===== src/rtl/msc_pkg.sv =====
// register map, field layout and frame limits of the mac statistics slice
// assumes a 32-bit apb with byte addresses and one word per register
package msc_pkg;
  localparam int ADDR_W = 8;
  localparam int DATA_W = 32;
  // register byte offsets
  localparam logic [7:0] OFF_TYPE_ID = 8'h00;
  localparam logic [7:0] OFF_USER_IO = 8'h04;
  localparam logic [7:0] OFF_PAUSE_RX = 8'h08;
  localparam logic [7:0] OFF_TX_GOOD = 8'h0c;
  localparam logic [7:0] OFF_ONE_COLL = 8'h10;
  localparam logic [7:0] OFF_MANY_COLL = 8'h14;
  localparam logic [7:0] OFF_RX_GOOD = 8'h18;
  localparam logic [7:0] OFF_CRC_ERR = 8'h1c;
  localparam logic [7:0] OFF_ALIGN_ERR = 8'h20;
  // counter widths
  localparam int PAUSE_W = 16;
  localparam int TX_GOOD_W = 24;
  localparam int ONE_COLL_W = 16;
  localparam int MANY_COLL_W = 16;
  localparam int RX_GOOD_W = 24;
  localparam int CRC_ERR_W = 8;
  localparam int ALIGN_ERR_W = 8;
  // type id field
  localparam int TYPE_ID_W = 16;
  localparam logic [15:0] TYPE_ID_RST = 16'h0000;
  // user io fields
  localparam int USER_IO_W = 2;
  localparam int USER_IO_RMII_BIT = 0;
  localparam int USER_IO_CLK_GATE_BIT = 1;
  localparam logic [1:0] USER_IO_RST = 2'h0;
  // frame length limits in bytes
  localparam int LEN_W = 11;
  localparam logic [10:0] LEN_MIN = 11'h040;
  localparam logic [10:0] LEN_MAX = 11'h5ee;
  localparam logic [10:0] LEN_MAX_BIG = 11'h600;
  // collision counts for the transmit tallies
  localparam int COLL_W = 5;
  localparam logic [4:0] COLL_ONE = 5'h01;
  localparam logic [4:0] COLL_MANY_MIN = 5'h02;
  localparam logic [4:0] COLL_MANY_MAX = 5'h0f;
endpackage : msc_pkg


===== src/rtl/msc_stats.sv =====
// statistics counters, user io and type id registers of an ethernet mac
// assumes frame events are one-cycle pulses synchronous to pclk
//
// Chosen here: the APB register port and the register addresses.
`timescale 1ns/100ps
`default_nettype none

// one saturating clear-on-read counter
module msc_sat_counter #(
  parameter int W = 8
) (
  // clock and resets
  input wire logic pclk,
  input wire logic presetn,
  input wire logic srst,
  // control
  input wire logic inc,
  input wire logic rd_clr,
  input wire logic wr,
  input wire logic [W-1:0] wdata,
  // value
  output logic [W-1:0] value
);
  logic [W-1:0] cnt_q;
  logic [W-1:0] cnt_d;
  wire at_max = &cnt_q;
  wire [W-1:0] one = {{(W-1){1'b0}}, 1'b1};

  // read clears, but an event in the same cycle survives as one
  assign cnt_d = rd_clr ? (inc ? one : '0) :
                 wr ? wdata :
                 (inc && !at_max) ? cnt_q + one : cnt_q;

  always_ff @(posedge pclk or negedge presetn) begin
    if (!presetn) begin
      cnt_q <= '0;
    end else if (srst) begin
      cnt_q <= '0;
    end else begin
      cnt_q <= cnt_d;
    end
  end

  assign value = cnt_q;
endmodule // msc_sat_counter

module msc_stats (
  // apb clock and reset
  input wire logic pclk,
  input wire logic presetn,
  // apb slave
  input wire logic psel,
  input wire logic penable,
  input wire logic pwrite,
  input wire logic [msc_pkg::ADDR_W-1:0] paddr,
  input wire logic [msc_pkg::DATA_W-1:0] pwdata,
  output logic [msc_pkg::DATA_W-1:0] prdata,
  output logic pready,
  output logic pslverr,
  // mac control and configuration
  input wire logic stats_srst,
  input wire logic rx_enable,
  input wire logic stats_write_enable,
  input wire logic big_frame_enable,
  // receive frame report
  input wire logic rx_frame_done,
  input wire logic [msc_pkg::LEN_W-1:0] rx_frame_len,
  input wire logic rx_whole_bytes,
  input wire logic rx_crc_bad,
  input wire logic rx_symbol_err,
  input wire logic rx_addr_match,
  input wire logic rx_copied,
  input wire logic rx_is_pause,
  // transmit frame report
  input wire logic tx_frame_done,
  input wire logic tx_underrun,
  input wire logic tx_retry_exceeded,
  input wire logic [msc_pkg::COLL_W-1:0] tx_collisions,
  // configuration outputs
  output logic rmii_mode,
  output logic xcvr_clock_gate,
  output logic [msc_pkg::TYPE_ID_W-1:0] type_id_value
);
  logic [msc_pkg::TYPE_ID_W-1:0] type_id_q;
  logic [msc_pkg::USER_IO_W-1:0] uio_q;
  logic [msc_pkg::DATA_W-1:0] prdata_q;
  logic pready_q;
  logic pslverr_q;
  logic [msc_pkg::PAUSE_W-1:0] pause_cnt;
  logic [msc_pkg::TX_GOOD_W-1:0] tx_good_cnt;
  logic [msc_pkg::ONE_COLL_W-1:0] one_coll_cnt;
  logic [msc_pkg::MANY_COLL_W-1:0] many_coll_cnt;
  logic [msc_pkg::RX_GOOD_W-1:0] rx_good_cnt;
  logic [msc_pkg::CRC_ERR_W-1:0] crc_cnt;
  logic [msc_pkg::ALIGN_ERR_W-1:0] align_cnt;

  // bus phases: read effect and data capture at the end of setup
  wire setup = psel && !penable;
  wire access = psel && penable && pready_q;
  wire rd_setup = setup && !pwrite;
  wire wr_access = access && pwrite;

  // address decode
  wire a_type_id = paddr == msc_pkg::OFF_TYPE_ID;
  wire a_uio = paddr == msc_pkg::OFF_USER_IO;
  wire a_pause = paddr == msc_pkg::OFF_PAUSE_RX;
  wire a_txg = paddr == msc_pkg::OFF_TX_GOOD;
  wire a_one = paddr == msc_pkg::OFF_ONE_COLL;
  wire a_many = paddr == msc_pkg::OFF_MANY_COLL;
  wire a_rxg = paddr == msc_pkg::OFF_RX_GOOD;
  wire a_crc = paddr == msc_pkg::OFF_CRC_ERR;
  wire a_aln = paddr == msc_pkg::OFF_ALIGN_ERR;
  wire a_cnt = a_pause | a_txg | a_one | a_many | a_rxg | a_crc | a_aln;
  wire mapped = a_type_id | a_uio | a_cnt;
  wire cnt_wr = wr_access && stats_write_enable;

  // frame qualification
  wire [msc_pkg::LEN_W-1:0] len_max = big_frame_enable ? msc_pkg::LEN_MAX_BIG
                                                        : msc_pkg::LEN_MAX;
  wire len_ok = rx_frame_len >= msc_pkg::LEN_MIN && rx_frame_len <= len_max;
  wire rx_ev = rx_frame_done && rx_enable;
  wire rx_good = len_ok && rx_whole_bytes && !rx_crc_bad && !rx_symbol_err;
  wire rx_err = rx_ev && len_ok && (rx_crc_bad || rx_symbol_err);
  wire inc_pause = rx_ev && rx_good && rx_is_pause;
  wire inc_rxg = rx_ev && rx_good && rx_addr_match && rx_copied;
  wire inc_crc = rx_err && rx_whole_bytes;
  wire inc_aln = rx_err && !rx_whole_bytes;
  wire tx_ok = tx_frame_done && !tx_underrun && !tx_retry_exceeded;
  wire inc_txg = tx_ok;
  wire inc_one = tx_ok && tx_collisions == msc_pkg::COLL_ONE;
  wire inc_many = tx_ok && tx_collisions >= msc_pkg::COLL_MANY_MIN
                  && tx_collisions <= msc_pkg::COLL_MANY_MAX;

  msc_sat_counter #(.W(msc_pkg::PAUSE_W)) u_pause (
    .pclk(pclk), .presetn(presetn), .srst(stats_srst), .inc(inc_pause),
    .rd_clr(rd_setup && a_pause), .wr(cnt_wr && a_pause),
    .wdata(pwdata[msc_pkg::PAUSE_W-1:0]), .value(pause_cnt)
  );
  msc_sat_counter #(.W(msc_pkg::TX_GOOD_W)) u_txg (
    .pclk(pclk), .presetn(presetn), .srst(stats_srst), .inc(inc_txg),
    .rd_clr(rd_setup && a_txg), .wr(cnt_wr && a_txg),
    .wdata(pwdata[msc_pkg::TX_GOOD_W-1:0]), .value(tx_good_cnt)
  );
  msc_sat_counter #(.W(msc_pkg::ONE_COLL_W)) u_one (
    .pclk(pclk), .presetn(presetn), .srst(stats_srst), .inc(inc_one),
    .rd_clr(rd_setup && a_one), .wr(cnt_wr && a_one),
    .wdata(pwdata[msc_pkg::ONE_COLL_W-1:0]), .value(one_coll_cnt)
  );
  msc_sat_counter #(.W(msc_pkg::MANY_COLL_W)) u_many (
    .pclk(pclk), .presetn(presetn), .srst(stats_srst), .inc(inc_many),
    .rd_clr(rd_setup && a_many), .wr(cnt_wr && a_many),
    .wdata(pwdata[msc_pkg::MANY_COLL_W-1:0]), .value(many_coll_cnt)
  );
  msc_sat_counter #(.W(msc_pkg::RX_GOOD_W)) u_rxg (
    .pclk(pclk), .presetn(presetn), .srst(stats_srst), .inc(inc_rxg),
    .rd_clr(rd_setup && a_rxg), .wr(cnt_wr && a_rxg),
    .wdata(pwdata[msc_pkg::RX_GOOD_W-1:0]), .value(rx_good_cnt)
  );
  msc_sat_counter #(.W(msc_pkg::CRC_ERR_W)) u_crc (
    .pclk(pclk), .presetn(presetn), .srst(stats_srst), .inc(inc_crc),
    .rd_clr(rd_setup && a_crc), .wr(cnt_wr && a_crc),
    .wdata(pwdata[msc_pkg::CRC_ERR_W-1:0]), .value(crc_cnt)
  );
  msc_sat_counter #(.W(msc_pkg::ALIGN_ERR_W)) u_aln (
    .pclk(pclk), .presetn(presetn), .srst(stats_srst), .inc(inc_aln),
    .rd_clr(rd_setup && a_aln), .wr(cnt_wr && a_aln),
    .wdata(pwdata[msc_pkg::ALIGN_ERR_W-1:0]), .value(align_cnt)
  );

  // read mux, narrow registers zero-extended
  wire [msc_pkg::DATA_W-1:0] rd_mux =
      ({32{a_type_id}} & 32'(type_id_q)) |
      ({32{a_uio}} & 32'(uio_q)) |
      ({32{a_pause}} & 32'(pause_cnt)) |
      ({32{a_txg}} & 32'(tx_good_cnt)) |
      ({32{a_one}} & 32'(one_coll_cnt)) |
      ({32{a_many}} & 32'(many_coll_cnt)) |
      ({32{a_rxg}} & 32'(rx_good_cnt)) |
      ({32{a_crc}} & 32'(crc_cnt)) |
      ({32{a_aln}} & 32'(align_cnt));

  // apb answer: no wait states, data and error from flops
  always_ff @(posedge pclk or negedge presetn) begin
    if (!presetn) begin
      pready_q <= 1'b0;
      pslverr_q <= 1'b0;
      prdata_q <= '0;
    end else begin
      pready_q <= setup;
      pslverr_q <= setup && !mapped;
      if (rd_setup) begin
        prdata_q <= rd_mux;
      end
    end
  end

  // configuration registers
  always_ff @(posedge pclk or negedge presetn) begin
    if (!presetn) begin
      type_id_q <= msc_pkg::TYPE_ID_RST;
      uio_q <= msc_pkg::USER_IO_RST;
    end else if (stats_srst) begin
      type_id_q <= msc_pkg::TYPE_ID_RST;
      uio_q <= msc_pkg::USER_IO_RST;
    end else if (wr_access) begin
      if (a_type_id) begin
        type_id_q <= pwdata[msc_pkg::TYPE_ID_W-1:0];
      end
      if (a_uio) begin
        uio_q <= pwdata[msc_pkg::USER_IO_W-1:0];
      end
    end
  end

  assign prdata = prdata_q;
  assign pready = pready_q;
  assign pslverr = pslverr_q;
  assign rmii_mode = uio_q[msc_pkg::USER_IO_RMII_BIT];
  assign xcvr_clock_gate = uio_q[msc_pkg::USER_IO_CLK_GATE_BIT];
  assign type_id_value = type_id_q;
endmodule // msc_stats

`default_nettype wire


===== config.mk =====
export PLATFORM = sky130hd
export DESIGN_NAME = msc_stats
export DESIGN_NICKNAME = d
export VERILOG_FILES = /design/src/rtl/msc_pkg.sv /design/src/rtl/msc_stats.sv
export SDC_FILE = /design/constraint.sdc
export NUM_CORES = 1
export LEC_CHECK = 0
export BUFFER_PORTS_ARGS = -buffer_cell sky130_fd_sc_hd__buf_2
export CORE_ASPECT_RATIO = 1.2
export CORE_MARGIN = 4
export CORE_UTILIZATION = 59
export CTS_CLUSTER_DIAMETER = 200
export CTS_CLUSTER_SIZE = 14
export DETAILED_ROUTE_END_ITERATION = 7
export PLACE_DENSITY = 0.81
export SYNTH_ARGS = -nofsm -noshare
export SYNTH_HDL_FRONTEND = slang
export SYNTH_SLANG_ARGS = --single-unit

===== constraint.sdc =====
create_clock -name pclk -period 2.9 [get_ports pclk]
set_input_delay 0.145 -clock pclk [delete_from_list [all_inputs] [get_ports pclk]]
set_output_delay 0.145 -clock pclk [all_outputs]
set_load 0.01 [all_outputs]

Word-level counts from Yosys, hierarchy flattened
Cells that the tools add are included.
W data, S select, Z words.
{ "word_totals": {"ff_bits": 164, "word_cells": 181} }
{ "op_classes": {"addsub": 7, "magnitude_cmp": 4, "eq_ne": 9, "n_mux": 42, "bitwise_logic": 25, "reduce_logical": 82} }
{ "op_table": {"columns": ["cell", "count"], "rows": [
  ["$or A32 B32 Y32", 8],
  ["$mux W16", 15],
  ["$mux W24", 8],
  ["$and A32 B16 Y32", 4],
  ["$and A32 B24 Y32", 2],
  ["$and A32 B8 Y32", 2],
  ["$mux W8", 8],
  ["$add A16 B1 Y16 const B", 3],
  ["$add A24 B1 Y24 const B", 2],
  ["$reduce_and A16 Y1", 3],
  ["$reduce_and A24 Y1", 2],
  ["$logic_and A1 B1 Y1", 46],
  ["$and A32 B2 Y32", 1],
  ["$eq A8 B5 Y1 const B", 4],
  ["$reduce_bool A4 Y1", 7],
  ["$add A8 B1 Y8 const B", 2],
  ["$eq A8 B4 Y1 const B", 2],
  ["$reduce_and A8 Y1", 2],
  ["$logic_not A1 Y1", 15],
  ["$ge A11 B7 Y1 const B", 1],
  ["$le A11 B11 Y1", 1],
  ["$mux W10", 1],
  ["$eq A8 B3 Y1 const B", 1],
  ["$eq A8 B6 Y1 const B", 1],
  ["10 further kinds", 28]
]} }

Logic depth before layout (Yosys ltp)
{ "logic_depth": {"ltp_word": 14, "depth_mapped": 10, "mapped_depth_nobuf": 8} }

Hierarchy
A second synthesis with hierarchy kept.
{ "hier_totals": {"hier_cells": 1263, "area_unflattened_um2": 11004.3} }
{ "by_module_without_submodules": {"columns": ["module", "n_inst", "cells_per_inst", "area_per_inst_um2", "seq_area_each_um2"], "rows": [
  ["msc_sat_counter (u_rxg ...)", 2, 208, 1687.9, 600.6],
  ["msc_stats", 1, 370, 3300.7, 1101.1],
  ["msc_sat_counter (u_many ...)", 3, 117, 1062.3, 400.4],
  ["msc_sat_counter (u_aln ...)", 2, 63, 570.5, 200.2]
]} }

Least setup slack after synthesis
Ideal clock, no wire load.
{ "synth_timing": {"kind": "reg2reg", "startpoint": "reg u_txg.cnt_q[0], in the netlist u_txg.value[0]", "endpoint": "reg u_txg.cnt_q[18], in the netlist u_txg.value[18]", "setup_time_ns": 0.121, "arrival_ns": 2.037, "path_slack_ns": 0.742, "stages_incl_launch_ff": 9, "path_buffers": 1, "cell_sequence": "dfrtp_1 > ha_1 > nand3_1 > nor3_2 > a31oi_1 > nor2_1 > buf_2 > a21oi_1 > o22a_1"} }
{ "synth_between": {"elab_chain_cells": 5, "word_cells_on_any_way": 9, "classes_between": "add/sub (1); mux (4); reduce/logical (4)"} }
{ "synth_rtl": {"columns": ["element", "line_no", "text"], "rows": [
  ["start, declared", "msc_stats.sv:24", "logic [W-1:0] cnt_q;"],
  ["start signal, assigned", "msc_stats.sv:40", "cnt_q <= cnt_d;"],
  ["$add A24 B1 Y24", "msc_stats.sv:32", "(inc && !at_max) ? cnt_q + one : cnt_q;"],
  ["$mux W24", "msc_stats.sv:32", null],
  ["$mux W24", "msc_stats.sv:31", "wr ? wdata :"],
  ["$mux W24", "msc_stats.sv:30", "assign cnt_d = rd_clr ? (inc ? one : '0) :"],
  ["$mux W24", "msc_stats.sv:37", "end else if (srst) begin"]
]} }
Parallel ways exist; a longest one is shown, timed or not. The select of a mux whose other input is x is not followed.
A chain may end at the register's enable or synchronous reset.

Worst setup path after layout
{ "layout_timing": {"startpoint": "reg u_rxg.cnt_q[0], in the netlist u_rxg.value[0]", "endpoint": "reg u_rxg.cnt_q[14], in the netlist u_rxg.value[14]"} }
{ "layout_between": {"elab_chain_cells": 5, "word_cells_on_any_way": 9, "classes_between": "add/sub (1); mux (4); reduce/logical (4)"} }
{ "layout_rtl": {"columns": ["element", "line_no"], "rows": [
  ["start, declared", "msc_stats.sv:24"],
  ["start signal, assigned", "msc_stats.sv:40"],
  ["$add A24 B1 Y24", "msc_stats.sv:32"],
  ["$mux W24", "msc_stats.sv:32"],
  ["$mux W24", "msc_stats.sv:31"],
  ["$mux W24", "msc_stats.sv:30"],
  ["$mux W24", "msc_stats.sv:37"]
]} }
Parallel ways exist; a longest one is shown, timed or not. The select of a mux whose other input is x is not followed.

==> run summary <==
================================================================================
Number of sinks driven by the clock tree ..........................          156
Number of remaining DRC errors ....................................            0
Async S/R FF share, synth .........................................       100.0%
Hold Path Class ...................................................    in -> reg
Worst voltage drop across the vdd grid ............................  0.0003716 V
Count of cells resized by post-cts repair .........................            0
Post-synthesis sequential element count ...........................          156
Power Internal ....................................................   0.003899 W
Worst Skew ........................................................     9.254 ps
Met3 global-route usage ...........................................       8.450%
Detailed Routing Iterations Pass 1 ................................            8
Signal arrival time at the worst endpoint .........................      2830 ps
Clock transition at the registers of the reported paths ...........        70 ps
Power Dens Cells .................................................. 452.7 nW/um^2
Sequential Power Share ............................................        43.6%
Number of setup violations in the final report ....................            0
Placer's final routability congestion estimate ....................       0.9753
Antenna Nets Post-Route ...........................................            0
Cell type of the slowest stage on the worst timing path ........... sky130_fd_sc_hd__nor2_1
Actual slew at the worst max-slew pin .............................     807.8 ps
Library cells used by synthesis ...................................           85
Vias in the first global route ....................................         9932
Switching power ...................................................   0.001387 W
Proportion of layout cells with a drive suffix above 1 ............       17.73%
Worst EP required .................................................      3200 ps
Count of buffer and inverter cells on the critical path ...........            0
Leading register cell type out of synthesis ....................... sky130_fd_sc_hd__dfrtp_1
Final total power .................................................   0.005286 W
Relative slew slack ...............................................       45.90%
Rows ..............................................................           52
Post-CTS Setup Repair Bufs ........................................            0
Crit-path leading delay family .................................... simple AND/OR/NAND/NOR gates
Standard cell core area ...........................................  16980 sq um
List of most frequent post-synthesis cells ........................ sky130_fd_sc_hd__dfrtp_1 (156), sky130_fd_sc_hd__nand2_1 (124), sky130_fd_sc_hd__nor2_1 (118)
Setup TNS .........................................................         0 ps
Final net count ...................................................         1374
Number of maximum-capacitance constraint violations ...............            0
Share of Yosys cell area claimed by the top area cell type ........       37.99%
Most area-consuming cells after synthesis ......................... sky130_fd_sc_hd__dfrtp_1 (38%), sky130_fd_sc_hd__nand2_1 (4.5%), sky130_fd_sc_hd__nor2_1 (4.3%)
Die Outline Area ..................................................  19600 sq um
Average instance area after synthesis .............................  8.614 sq um
CTS Root Cell ..................................................... sky130_fd_sc_hd__clkbuf_16
Final period demand of the worst path .............................      2532 ps
Clock network power share .........................................        45.2%
Number of port buffers ............................................          110
Crit path launch type .............................................         flop
Post-synthesis instance area ......................................  10280 sq um
Maximum fanout along the worst path ...............................            7
Largest area contributor in the netlist ........................... sky130_fd_sc_hd__dfrtp_1
CTS Buffer Depth ..................................................            2
Largest stage delay on the critical path ..........................       490 ps
Cells traversed along the worst timing path ....................... ha_1, and3_1, nand3_1, o311ai_2, nor2_2, nor2_1, o32ai_1
Detail Placement HPWL .............................................     25450 um
Finished Core Util ................................................       68.76%
Sequential cell area fraction in the yosys report .................       37.99%
Number of instances in the synthesized netlist ....................         1193
Global-route wire length before repair ............................     55540 um
Met1 track demand over resource ...................................       48.27%
Total congestion overflow .........................................            0
Die height ........................................................     152.6 um
Boundary pin count ................................................          127
Leakage power .....................................................     4.947 nW
Post-DR wirelength/cell ...........................................     23.71 um
Maximum clock frequency ...........................................    394.9 MHz
Final worst-path cycle share ......................................       87.31%
Post-Route WL .....................................................     35870 um
Number of antenna cells inserted ..................................            0
Detail-routed via count per cell ..................................        7.032
Number of antenna violations at the first check in global routing .            0
Insertion delay to the later sink of the worst-skew pair ..........       440 ps
Horizontal die dimension ..........................................     128.5 um
Initial cell density of the core ..................................       60.51%
Kind of capture point of the worst setup path .....................         flop
Highest-utilization routing layer at the global route stage .......         met2
Result of the run ................................................. finished clean
Final slew viol count .............................................            0
Fill count ........................................................         1341
Final hold vios ...................................................            0
Overall routing resource usage ....................................       36.23%
Number of DRC violations after detailed-routing iteration 0 .......         1504
Clock buffers created by TritonCTS ................................           17
M2 GR Usage .......................................................       52.94%
Most frequently used cell type in the post-synthesis netlist ...... sky130_fd_sc_hd__dfrtp_1
RSZ-0062 raised after global routing ..............................        false
Maximum number of pins on one net before global-route repair ......           69
CTS tree ..........................................................        built
Via count .........................................................        10640
Switching share of total power ....................................       26.24%
Layout Area Growth over Synthesis .................................       13.62%
Number of enable flip-flop cells after synthesis ..................            0
Yosys warning count ...............................................            0
Combinational Power Share .........................................        11.2%
Type of the setup path with the least slack .......................   reg -> reg
# H-tree levels ...................................................            4
================================================================================
worst reg2reg max path: cells and delay by family (launching register included):
family                   cells  cell delay (ps)
adder cells (fa/ha/maj)      1              250
AND/OR/NAND/NOR              4             1060
AO/OA/AOI/OAI                2              640
flip-flops                   1              450
area by class of cell:
type                       instances  area, sq um  area share [%]
timing repair buffer             158        957.2           8.198
clock buffer                      21        450.4           3.858
tap                              216        270.3           2.315
sequential                       156         3904           33.43
clock inverter                    11        167.7           1.436
inverter                          13        48.80          0.4179
multi-input combinational        938         5878           50.34
through the flow:
stage,area (sq um),hold WS [ps],instances,setup WS [ps]
final,11680,57.06,1513,367.9
after global routing,11680,59.98,1513,228.5
after CTS,11680,48.02,1513,399.5
after detailed placement,11050,199.3,1480,226.1
after global placement,11050,196.0,1480,323.9
after floorplan,10300,-150.6,1200,741.7
power groups by stage:
stage	Combinational, W	Clock, W	Sequential (W)
6_report	0.000591	0.00239	0.00231
5_1_grt	0.000639	0.00248	0.00231
4_1_cts	0.000581	0.00239	0.00230
3_5_place_dp	0.000576	0	0.00234
3_3_place_gp	0.000563	0	0.00234
2_1_floorplan	0.000295	0	0.00234
path summary, 6_finish.rpt:
kind / start / end / slack (ps) / depth (start not counted)
min in group asynchronous: presetn / u_pause.value[13]$_DFFE_PN0P_ / 280 / 2
min: pwdata[18] / u_rxg.value[18]$_DFFE_PN0P_ / 60 / 3
max: u_rxg.value[0]$_DFFE_PN0P_ / u_rxg.value[14]$_DFFE_PN0P_ / 370 / 7
min reg2reg: prdata[9]$_DFFE_PN0P_ / prdata[9]$_DFFE_PN0P_ / 480 / 2
max in group asynchronous: presetn / u_txg.value[16]$_DFFE_PN0P_ / 1770 / 3
max reg2reg: u_rxg.value[0]$_DFFE_PN0P_ / u_rxg.value[14]$_DFFE_PN0P_ / 370 / 7
sequential cells by signal, indices dropped and copies added (netlist names):
signal         cells
u_aln.value        8
u_many.value      16
u_txg.value       24
u_crc.value        8
pready             1
u_pause.value     16
pslverr            1
u_one.value       16
uio_q              2
u_rxg.value       24
type_id_value     16
prdata            24
logic make-up (layout without fill, tap and decap cells):
group,count (synthesis),after routing,synth area share [%]
AND/OR/NAND/NOR,461,461,22.68
AO/OA/AOI/OAI,408,408,27.71
flip-flops,156,156,37.99
buffers and inverters,106,203,5.150
XOR/XNOR,26,26,2.216
multiplexers,20,20,2.386
adder cells (fa/ha/maj),15,15,1.826
other,1,8,0.03649
placed cells by master, fill, tap and decap left out, types with 33 or more instances in the layout:
master,Yosys,final
sky130_fd_sc_hd__buf_2,29,109
sky130_fd_sc_hd__o21ai_0,68,68
sky130_fd_sc_hd__nand2_1,124,124
sky130_fd_sc_hd__buf_4,17,44
sky130_fd_sc_hd__dfrtp_1,156,156
sky130_fd_sc_hd__a21oi_1,85,85
sky130_fd_sc_hd__a211oi_1,33,33
sky130_fd_sc_hd__nor3_1,34,34
sky130_fd_sc_hd__nor2_1,118,118
sky130_fd_sc_hd__nand3_1,47,47
layer usage:
metal	vias up	wire, um
met5	-	0
met4	0	2516
met3	128	4104
met2	728	15710
met1	5068	13540
li1	4716	-
what timing repair did:
item | CTS | global route
endpoints found under the setup margin | 0 | 0
hold buffers | 1 | 0
hold endpoints to repair | 66 | 0
Note: power is estimated with default switching activity, not from simulation.
